## src/core/gnm_pkg.sv

```systemverilog
/*
  Shared constants and carriers for the gateway network manager: register
  offsets, reset values, command bit positions, join timing and the packed
  structs that cross module boundaries.
  Assumes a single 25 MHz system clock.
*/
package gnm_pkg;

  localparam int unsigned CLK_HZ      = 25_000_000;
  localparam int unsigned JOIN_TIME_S = 10;
  localparam int unsigned NODE_PAGES  = 6;
  localparam logic [3:0]  MAX_NODE    = 4'h6;

  // byte addresses of the low byte of each register
  localparam logic [6:0]  ADDR_PAGE     = 7'h00;
  localparam logic [6:0]  ADDR_NET      = 7'h02;
  localparam logic [6:0]  ADDR_GW_LVL   = 7'h0A;
  localparam logic [6:0]  ADDR_CMD      = 7'h12;
  localparam logic [6:0]  ADDR_TARGET   = 7'h14;
  localparam logic [6:0]  ADDR_TAG      = 7'h02;
  localparam logic [6:0]  ADDR_NODE_LVL = 7'h5A;

  localparam logic [15:0] NET_RESET    = 16'h1234;
  localparam logic [3:0]  TARGET_RESET = 4'h0;
  localparam logic [2:0]  PAGE_RESET   = 3'h0;

  // bits 14, 9 and 2 launch nothing
  localparam logic [15:0] CMD_USED = 16'hBDFB;

  localparam int CMD_ADD      = 0;
  localparam int CMD_UPDATE   = 1;
  localparam int CMD_FACTORY  = 3;
  localparam int CMD_DIAG_CLR = 4;
  localparam int CMD_FL_TEST  = 5;
  localparam int CMD_FL_SAVE  = 6;
  localparam int CMD_SW_RESET = 7;
  localparam int CMD_DROP     = 8;
  localparam int CMD_ALM_XFER = 10;
  localparam int CMD_ALM_READ = 11;
  localparam int CMD_ALM_UPD  = 12;
  localparam int CMD_CFG_REQ  = 13;
  localparam int CMD_REMOVE   = 15;

  localparam logic [4:0]  LAST_BIT = 5'h0F;

  typedef enum logic [1:0] {
    J_IDLE  = 2'b00,
    J_ARMED = 2'b01,
    J_JOIN  = 2'b11
  } gnm_join_e;

  typedef struct packed {
    logic       wr;
    logic [6:0] addr;
    logic [7:0] data;
  } gnm_word_s;

  typedef struct packed {
    logic        valid;
    logic [3:0]  node;
    logic [15:0] act;
  } gnm_cmd_s;

endpackage : gnm_pkg

```

## src/core/gnm_top.sv

```systemverilog
/*
  Gateway network manager: serial register port, command word decoder,
  node admit/drop sequencing and per-node page registers.
  Assumes the serial port pins are asynchronous to ref_clk and toggle well
  below a quarter of its rate, and that the radio logic shares ref_clk.
*/
`timescale 1ns/100ps
`default_nettype none
module gnm_top #(
  parameter int unsigned JOIN_CYCLES = gnm_pkg::JOIN_TIME_S * gnm_pkg::CLK_HZ,
  // arbitrary signature value marking a live page
  parameter logic [7:0]  LINK_SIG    = 8'h5C
) (
  // clock and reset
  input  wire logic                    ref_clk,
  input  wire logic                    rst_n,
  // serial port pins
  input  wire logic                    sclk,
  input  wire logic                    cs_n,
  input  wire logic                    mosi,
  output logic                         miso,
  output logic                         miso_oe,
  // radio side
  output logic                         join_req,
  output logic [3:0]                   join_node,
  input  wire logic                    join_ack,
  input  wire logic [15:0]             gw_sig_level,
  input  wire logic [6*16-1:0]         node_sig_level,
  output var gnm_pkg::gnm_cmd_s        cmd
);

  localparam int CW = $clog2(JOIN_CYCLES + 1);
  localparam int NP = gnm_pkg::NODE_PAGES;

  ////////////////////////////////////////////////////////////////////////////
  // pin synchronisers: stage 0 is read only by stage 1

  logic [2:0] sclk_q;
  logic [2:0] cs_q;
  logic [1:0] mosi_q;

  always_ff @(posedge ref_clk) begin
    if (!rst_n) begin
      sclk_q <= 3'h0;
      cs_q   <= 3'h7;
      mosi_q <= 2'h0;
    end else begin
      sclk_q <= {sclk_q[1:0], sclk};
      cs_q   <= {cs_q[1:0], cs_n};
      mosi_q <= {mosi_q[0], mosi};
    end
  end

  logic sel;
  logic rise;
  logic fall;
  assign sel  = ~cs_q[1];
  assign rise = sclk_q[1] & ~sclk_q[2];
  assign fall = ~sclk_q[1] & sclk_q[2];

  ////////////////////////////////////////////////////////////////////////////
  // serial shifter, mode 0, msb first

  logic [15:0]        in_q, in_d;
  logic [4:0]         cnt_q, cnt_d;
  logic [15:0]        out_q, out_d;
  logic               word_v;
  gnm_pkg::gnm_word_s word;
  logic [15:0]        rd_data;

  assign word = {in_q[14:0], mosi_q[1]};

  always_comb begin
    in_d   = in_q;
    cnt_d  = cnt_q;
    out_d  = out_q;
    word_v = 1'b0;
    if (!sel) begin
      cnt_d = 5'h00;
    end else if (rise) begin
      in_d = word;
      if (cnt_q == gnm_pkg::LAST_BIT) begin
        cnt_d  = 5'h00;
        word_v = 1'b1;
      end else begin
        cnt_d = cnt_q + 5'h01;
      end
    end
    // the trailing low edge after bit 16 must not eat the reply's msb
    if (sel && fall && cnt_q != 5'h00) begin
      out_d = {out_q[14:0], 1'b0};
    end
    // a read word is answered during the next frame
    if (word_v && !word.wr) begin
      out_d = rd_data;
    end
  end

  always_ff @(posedge ref_clk) begin
    if (!rst_n) begin
      in_q  <= 16'h0000;
      cnt_q <= 5'h00;
      out_q <= 16'h0000;
    end else begin
      in_q  <= in_d;
      cnt_q <= cnt_d;
      out_q <= out_d;
    end
  end

  assign miso    = out_q[15];
  assign miso_oe = sel;

  ////////////////////////////////////////////////////////////////////////////
  // registers, command decode and join sequencing

  logic [2:0]         page_q, page_d;
  logic [15:0]        net_q, net_d;
  logic [3:0]         target_q, target_d;
  gnm_pkg::gnm_cmd_s  cmd_q, cmd_d;
  gnm_pkg::gnm_join_e js_q, js_d;
  logic [CW-1:0]      jcnt_q, jcnt_d;
  logic [3:0]         jnode_q, jnode_d;
  logic [NP-1:0]      link_q, link_d;
  logic [15:0]        tag_q [NP];
  logic [15:0]        tag_d [NP];
  logic [2:0]         pidx;
  logic               page_live;
  logic               free_ok;
  logic [2:0]         free_idx;
  logic               wr_v;
  logic               tgt_wr;

  assign pidx      = page_q - 3'h1;
  assign page_live = (page_q != 3'h0) && (page_q <= 3'(NP)) && link_q[pidx];
  assign wr_v      = word_v && word.wr;
  assign tgt_wr    = wr_v && page_q == 3'h0 && word.addr == gnm_pkg::ADDR_TARGET;

  // lowest page that manages no node yet
  always_comb begin
    free_ok  = 1'b0;
    free_idx = 3'h0;
    for (int i = NP - 1; i >= 0; i--) begin
      if (!link_q[i]) begin
        free_ok  = 1'b1;
        free_idx = 3'(i);
      end
    end
  end

  // read side
  always_comb begin
    rd_data = 16'h0000;
    if (word.addr[6:1] == gnm_pkg::ADDR_PAGE[6:1]) begin
      rd_data = {13'h0000, page_q};
    end else if (page_q == 3'h0) begin
      case (word.addr[6:1])
        gnm_pkg::ADDR_NET[6:1]:    rd_data = net_q;
        gnm_pkg::ADDR_GW_LVL[6:1]: rd_data = gw_sig_level;
        gnm_pkg::ADDR_TARGET[6:1]: rd_data = {12'h000, target_q};
        default:                   rd_data = 16'h0000;
      endcase
    end else if (page_live) begin
      case (word.addr[6:1])
        gnm_pkg::ADDR_TAG[6:1]:      rd_data = tag_q[pidx];
        gnm_pkg::ADDR_NODE_LVL[6:1]: rd_data = node_sig_level[pidx*16 +: 16];
        default:                     rd_data = 16'h0000;
      endcase
    end
  end

  always_comb begin
    page_d     = page_q;
    net_d      = net_q;
    target_d   = target_q;
    cmd_d      = '0;
    cmd_d.node = target_q;
    js_d       = js_q;
    jcnt_d     = jcnt_q;
    jnode_d    = jnode_q;
    link_d     = link_q;
    tag_d      = tag_q;
    if (wr_v) begin
      if (word.addr == gnm_pkg::ADDR_PAGE) begin
        page_d = word.data[2:0];
      end else if (page_q == 3'h0) begin
        case (word.addr)
          gnm_pkg::ADDR_NET:           net_d[7:0]  = word.data;
          gnm_pkg::ADDR_NET + 7'h01:   net_d[15:8] = word.data;
          gnm_pkg::ADDR_TARGET:        target_d    = word.data[3:0];
          // one pulse per written byte with a used bit set; only set bits act
          gnm_pkg::ADDR_CMD:           cmd_d.act[7:0]  = word.data;
          gnm_pkg::ADDR_CMD + 7'h01:   cmd_d.act[15:8] = word.data;
          default:                     cmd_d.act = 16'h0000;
        endcase
      end
    end
    cmd_d.act   = cmd_d.act & gnm_pkg::CMD_USED;
    // local and per-node actions leave as pulses to their engines
    cmd_d.valid = |cmd_d.act;

    // drop: host has already written the target node
    if (cmd_d.act[gnm_pkg::CMD_DROP] || cmd_d.act[gnm_pkg::CMD_REMOVE]) begin
      for (int i = 0; i < NP; i++) begin
        if (link_q[i] && tag_q[i][3:0] == target_q) begin
          link_d[i] = 1'b0;
          tag_d[i]  = 16'h0000;
        end
      end
    end

    case (js_q)
      gnm_pkg::J_IDLE: begin
        if (cmd_d.act[gnm_pkg::CMD_ADD]) begin
          js_d = gnm_pkg::J_ARMED;
        end
      end
      gnm_pkg::J_ARMED: begin
        if (tgt_wr) begin
          jnode_d = word.data[3:0];
          jcnt_d  = '0;
          js_d    = (word.data[3:0] <= gnm_pkg::MAX_NODE) ? gnm_pkg::J_JOIN
                                                          : gnm_pkg::J_IDLE;
        end
      end
      gnm_pkg::J_JOIN: begin
        jcnt_d = jcnt_q + CW'(1);
        if (join_ack && free_ok) begin
          link_d[free_idx] = 1'b1;
          tag_d[free_idx]  = {LINK_SIG, 4'h0, jnode_q};
          js_d             = gnm_pkg::J_IDLE;
        end else if (jcnt_q == CW'(JOIN_CYCLES - 1)) begin
          js_d = gnm_pkg::J_IDLE;
        end
      end
      default: js_d = gnm_pkg::J_IDLE;
    endcase
  end

  always_ff @(posedge ref_clk) begin
    if (!rst_n) begin
      page_q   <= gnm_pkg::PAGE_RESET;
      net_q    <= gnm_pkg::NET_RESET;
      target_q <= gnm_pkg::TARGET_RESET;
      cmd_q    <= '0;
      js_q     <= gnm_pkg::J_IDLE;
      jcnt_q   <= '0;
      jnode_q  <= 4'h0;
      link_q   <= '0;
      for (int i = 0; i < NP; i++) begin
        tag_q[i] <= 16'h0000;
      end
    end else begin
      page_q   <= page_d;
      net_q    <= net_d;
      target_q <= target_d;
      cmd_q    <= cmd_d;
      js_q     <= js_d;
      jcnt_q   <= jcnt_d;
      jnode_q  <= jnode_d;
      link_q   <= link_d;
      tag_q    <= tag_d;
    end
  end

  assign cmd       = cmd_q;
  assign join_req  = (js_q == gnm_pkg::J_JOIN);
  assign join_node = jnode_q;
endmodule : gnm_top
`default_nettype wire

```

## config.mk

```make
export PLATFORM = sky130hd
export DESIGN_NAME = gnm_top
export DESIGN_NICKNAME = d
export VERILOG_FILES = /design/src/core/gnm_pkg.sv /design/src/core/gnm_top.sv
export SDC_FILE = /design/constraint.sdc
export NUM_CORES = 1
export LEC_CHECK = 0
export ABC_AREA = 1
export BUFFER_PORTS_ARGS = -buffer_cell sky130_fd_sc_hd__buf_2
export CORE_UTILIZATION = 30
export DETAILED_ROUTE_END_ITERATION = 10
export HOLD_SLACK_MARGIN = 0.08
export SLEW_MARGIN = 20
export SYNTH_ARGS = -nofsm -noshare
export SYNTH_HDL_FRONTEND = slang
export SYNTH_SLANG_ARGS = --single-unit
```

## constraint.sdc

```tcl
create_clock -name ref_clk -period 2.6 [get_ports ref_clk]
set_input_delay 0 -clock ref_clk [delete_from_list [all_inputs] [get_ports ref_clk]]
set_output_delay 0 -clock ref_clk [all_outputs]
set_load 0.01 [all_outputs]
```

### Word-level counts from Yosys, hierarchy flattened

Index checks and enable logic that the tools add are counted.

| cells by class | value |
|---|---|
| $add $sub $neg | 3 |
| order comparisons | 8 |
| equality and inequality tests | 22 |
| shift-type cells | 1 |
| muxes and demuxes | 64 |
| bitwise logic cells | 10 |
| reduce and logical (&&, ||, !) cells | 37 |

Operator list:

| cell | count |
|---|---|
| $mux 96 | 3 |
| $mux 16 | 17 |
| $bwmux 96 | 1 |
| $shiftx 96x8->16 | 1 |
| $pmux 28 s2 | 1 |
| $bmux 16 s3 | 1 |
| $demux 16 s3 | 1 |
| $pmux 16 s3 | 1 |
| $pmux 16 s2 | 1 |
| $add 28x1->28 const B | 1 |
| $eq 28x28->1 const B | 1 |
| $mux 28 | 1 |
| $eq 4x4->1 | 6 |
| $eq 7x5->1 const B | 3 |
| $mux 3 | 6 |
| $mux 6 | 3 |
| $logic_and 1x1->1 | 17 |
| $mux 1 | 17 |
| $mux 8 | 2 |
| $eq 7x2->1 const B | 2 |
| $reduce_or 13->1 | 1 |
| $reduce_and 4->1 | 3 |
| $mux 2 | 5 |
| $ge 4x4->1 const B | 2 |
| other kinds (36) | 48 |

| storage, ports and cells | value |
|---|---|
| flip-flop bits (word level) | 223 |
| bits of input ports | 118 |
| word-level logic and storage cells | 169 |

### Depth between registers and ports, before layout

| logic depth | value |
|---|---|
| word-level depth | 14 |
| gate-level depth with buffers | 20 |
| mapped depth without buffers | 16 |

### Worst setup path after synthesis

OpenSTA, ideal clock, no wires.

| path | value |
|---|---|
| kind | register to register |
| from | register page_q[0] |
| to | register out_q[3] |
| data arrival time | 2.259 ns |
| setup slack | 0.221 ns |
| cell stages (with the launch flop) | 17 |
| buffers on the path | 5 |
| clock period less this slack | 2.379 ns |
| path through | dfxtp_1 buf_2 inv_1 buf_2 buf_2 ha_1 buf_2 buf_1 nand2_1 o211ai_1 nand2_1 nand2_1 a21oi_1 o21ai_0 nand2_1 nand2_1 a21oi_1 |

| between the ends | value |
|---|---|
| longest elaborated chain between the ends | 10 |
| elaborated cells on any way between the ends | 18 |

RTL lines:

| element | line | text |
|---|---|---|
| start: declaration | gnm_top.sv:117 | `logic [2:0] page_q, page_d;` |
| start signal: assignment | gnm_top.sv:242 | `page_q <= gnm_pkg::PAGE_RESET;` |
| start signal: assignment | gnm_top.sv:254 | `page_q <= page_d;` |
| branches (longest 7 deep; another with $sub 3x1->3) | - |  |
| $mux 16 * | gnm_top.sv:156 | `end else if (page_q == 3'h0) begin` |
| $mux 16 * | gnm_top.sv:154 | `if (word.addr[6:1] == gnm_pkg::ADDR_PAGE[6:1]) begin` |
| $mux 16 * | gnm_top.sv:94 | `if (word_v && !word.wr) begin` |
| end signal: assignment | gnm_top.sv:107 | `out_q <= out_d;` |
| end: declaration | gnm_top.sv:66 | `logic [15:0] out_q, out_d;` |

Every way passes the cells marked *. The select of a mux whose other input is x is not followed.
A chain may end at the register's enable or synchronous reset.

### Final worst setup path

Same ends and word-level chain as after synthesis.

==> flow_summary.yaml <==
cts:
  postCtsSetupBuffers: 0
  clk_pin_slew_ns: 0.06
  clock-sinks: 220
  root_buffer: "clkbuf_16"
  post_cts_resized: 0
  clk_latency_ns: 0.54
  cts_buffers: 25
  clockBufferDepth: 3
  cts_tree: "done"
  cts_max_level: 1
synthesis:
  synth-seq-cells: 220
  yosys.area_share.simple_pct: 34.3
  synth_top_family_by_area: "simple AND/OR/NAND/NOR gates"
  synthDistinctLibCells: 50
  synth_compound_area_share_pct: 17.4
  avgSynthCellArea_um2: 6.57
  syn-cell-area_mm2: 0.0122
  synth_warnings: 0
  synthMuxAreaShare_pct: 0.329
  syn_inst: 1854
  ys_seq_area_share_pct: 36.2
  synthXorXnorAreaFrac_pct: 1.22
  synthAdderAreaFrac_pct: 0.617
placed_design:
  placedCellCount: 2469
  hpwlAfterDp_mm: 28.0
  routabilityCongestion: 0.878
  port_buffers: 142
floorplan:
  rows: 73
  start_util_pct: 30.5
  die_h_um: 203
  fp.dieW_um: 203
  core-area_mm2: 0.0399
  io_pins: 146
  die-area_mm2: 0.0414
power:
  power_leakage_nw: 6.25
  peakVddDrop_uv: 409
  p_per_area_mw_per_mm2: 521
worst_setup_path:
  worst_ep_arrival_time_ns: 2.79
  cp_max_fo: 31
  cp-start-kind: "register"
  cp-end-kind: "register"
  crit_required_ns: 3.06
  crit_type: "register to register"
sta:
  hold_viol: 0
  worstMarginPinSlew_ns: 0.893
  finalSetupViolCount: 0
  fmax_mhz: 429
  fin_skew_ns: 0.0167
  setup-tns-final_ns: 0
  hold_slack_ns: 0.0978
  slew_headroom_pct: 40.5
  rsz0062_at_grt: "false"
  min_period_ns: 2.33
  final_max_slew_viol_count: 0
  period_share_pct: 89.7
route:
  num_vias: 12600
  drc: 0
  routed_wl_mm: 39.4
  wl_per_cell_um: 15.5
  vias_per_cell: 4.97
  drt_iter0_drc: 1213
  drtPass1Iterations: 6
  ant_nets: 0
cells_and_area:
  layout.cells.non_filler: 2534
  area_growth_pct: 19.9
  final_common_cell: "nand2_1"
  fin_nets: 2114
  most-common-layout-cells: "480 x nand2_1, 219 x dfxtp_1, 186 x inv_1"
  fillerInstances: 4169
  drive_gt1_share_pct: 16.5
  antenna_cells: 0
global_route:
  grtUsageTotal_pct: 18.5
  gr-total-overflow: 0
  grt_pass1_vias: 11700
  grt_start_max_net_pins: 81
  antenna_found_initial: 0
  grt_pass1_wl_mm: 62.0
min_path:
  hold_path.class: "input pin to register"
run_status:
  outcome: "completed"
job:
  cap_violations: 0
[Yosys cell counts, drive strengths merged]
| cell | number | area (µm²) |
|---|---|---|
| a31oi | 2 | 12.5 |
| xnor2 | 8 | 70.1 |
| dfxtp | 220 | 4400 |
| a21boi | 13 | 97.6 |
| mux2i | 4 | 40.0 |
| inv | 204 | 766 |
| nand3 | 139 | 761 |
| nand4 | 26 | 193 |
| nand3b | 3 | 22.5 |
| o31ai | 3 | 22.5 |
| nor3b | 3 | 22.5 |
| o22ai | 3 | 18.8 |
| xor2 | 9 | 78.8 |
| and2 | 1 | 6.26 |
| o21ai | 175 | 876 |
| conb | 1 | 3.75 |
| nand2 | 492 | 1940 |
| nor3 | 30 | 183 |
| clkbuf | 52 | 195 |
| clkinv | 2 | 7.51 |
| nor4 | 10 | 68.8 |
| nor2 | 211 | 962 |
| buf | 47 | 248 |
| o221ai | 1 | 8.76 |
| o311ai | 2 | 17.5 |
| a21oi | 133 | 669 |
| ha | 6 | 75.1 |
| a211oi | 2 | 15.0 |
| or2 | 2 | 12.5 |
| o211ai | 36 | 270 |
| o41ai | 1 | 8.76 |
| a22oi | 13 | 97.6 |
[per-stage QoR]
| step | util, % | total power [W] | worst slack [ns] | cell area, µm² |
|---|---|---|---|---|
| after global routing | 36.6 | 0.00785 | 0.0670 | 14600 |
| final | 36.6 | 0.00761 | 0.267 | 14600 |
| after global placement | 33.8 | 0.00376 | 0.285 | 13500 |
| after detailed placement | 33.8 | 0.00376 | 0.285 | 13500 |
| after floorplan | - | 0.00362 | 0.221 | 12200 |
| after CTS | 36.6 | 0.00768 | 0.275 | 14600 |
[cell families after synthesis]
group                      Yosys count
xor gates and xnor gates            17
other                                1
AOI/OAI and AO/OA                  384
DFF                                220
adders and majority gates            6
buffers and inverters              305
muxes                                4
and+or+nand+nor                    917
[worst max-delay path, stage by stage (launching register included)]
cell,delay (ns)
dfxtp_2,0.32
inv_2,0.07
buf_4,0.27
ha_1,0.30
xnor2_2,0.15
buf_4,0.33
nand2_1,0.14
a21oi_1,0.25
o21ai_0,0.17
nand2_1,0.09
nand2_1,0.05
a21oi_1,0.12
[area by class of cell]
class | count | area (µm²) | area share, %
sequential | 220 | 4410 | 30.2
clock inverter | 14 | 210 | 1.44
timing repair buffer | 206 | 1280 | 8.76
multi-input combinational | 1331 | 6570 | 45.0
clock buffer | 32 | 702 | 4.81
inverter | 206 | 773 | 5.30
tap | 525 | 657 | 4.50
[path summary, 6_finish.rpt]
path / start / endpoint / slack, ns / depth (start not counted)
hold reg to reg: mosi_q[0] / mosi_q[1] / 0.41 / 2
setup reg to reg: page_q[0] / out_q[3] / 0.27 / 11
setup / recovery: page_q[0] / out_q[3] / 0.27 / 11
hold / removal: rst_n / sclk_q[0] / 0.1 / 4
[sequential cells by signal, indices dropped and copies added (netlist names)]
| name | cells |
|---|---|
| in_q | 15 |
| cnt_q | 5 |
| js_q | 2 |
| target_q | 4 |
| sclk_q | 3 |
| net_q | 16 |
| tag_q | 96 |
| link_q | 6 |
| join_node | 4 |
| mosi_q | 2 |
| cmd | 18 |
| cs_q | 2 |
| page_q | 3 |
| out_q | 16 |
| jcnt_q | 28 |
[metal layers]
metal,routed length [µm],global-route usage (%)
met3,2560,2.46
met4,804,4.62
met5,0,0
met1,17900,25.1
met2,18100,30.8
[power breakdown]
group / switching [W] / total (W) / internal, W
clock network: 0.00149 / 0.00390 / 0.00241
logic: 0.000184 / 0.000318 / 0.000134
registers: 0.0000109 / 0.00339 / 0.00338
[repair_timing]
action                                  in CTS  in global routing
endpoints found under the hold margin       31                  0
hold buffers                                19                  0
endpoints found under the setup margin       0                  0
(Power assumes the default switching activity.)
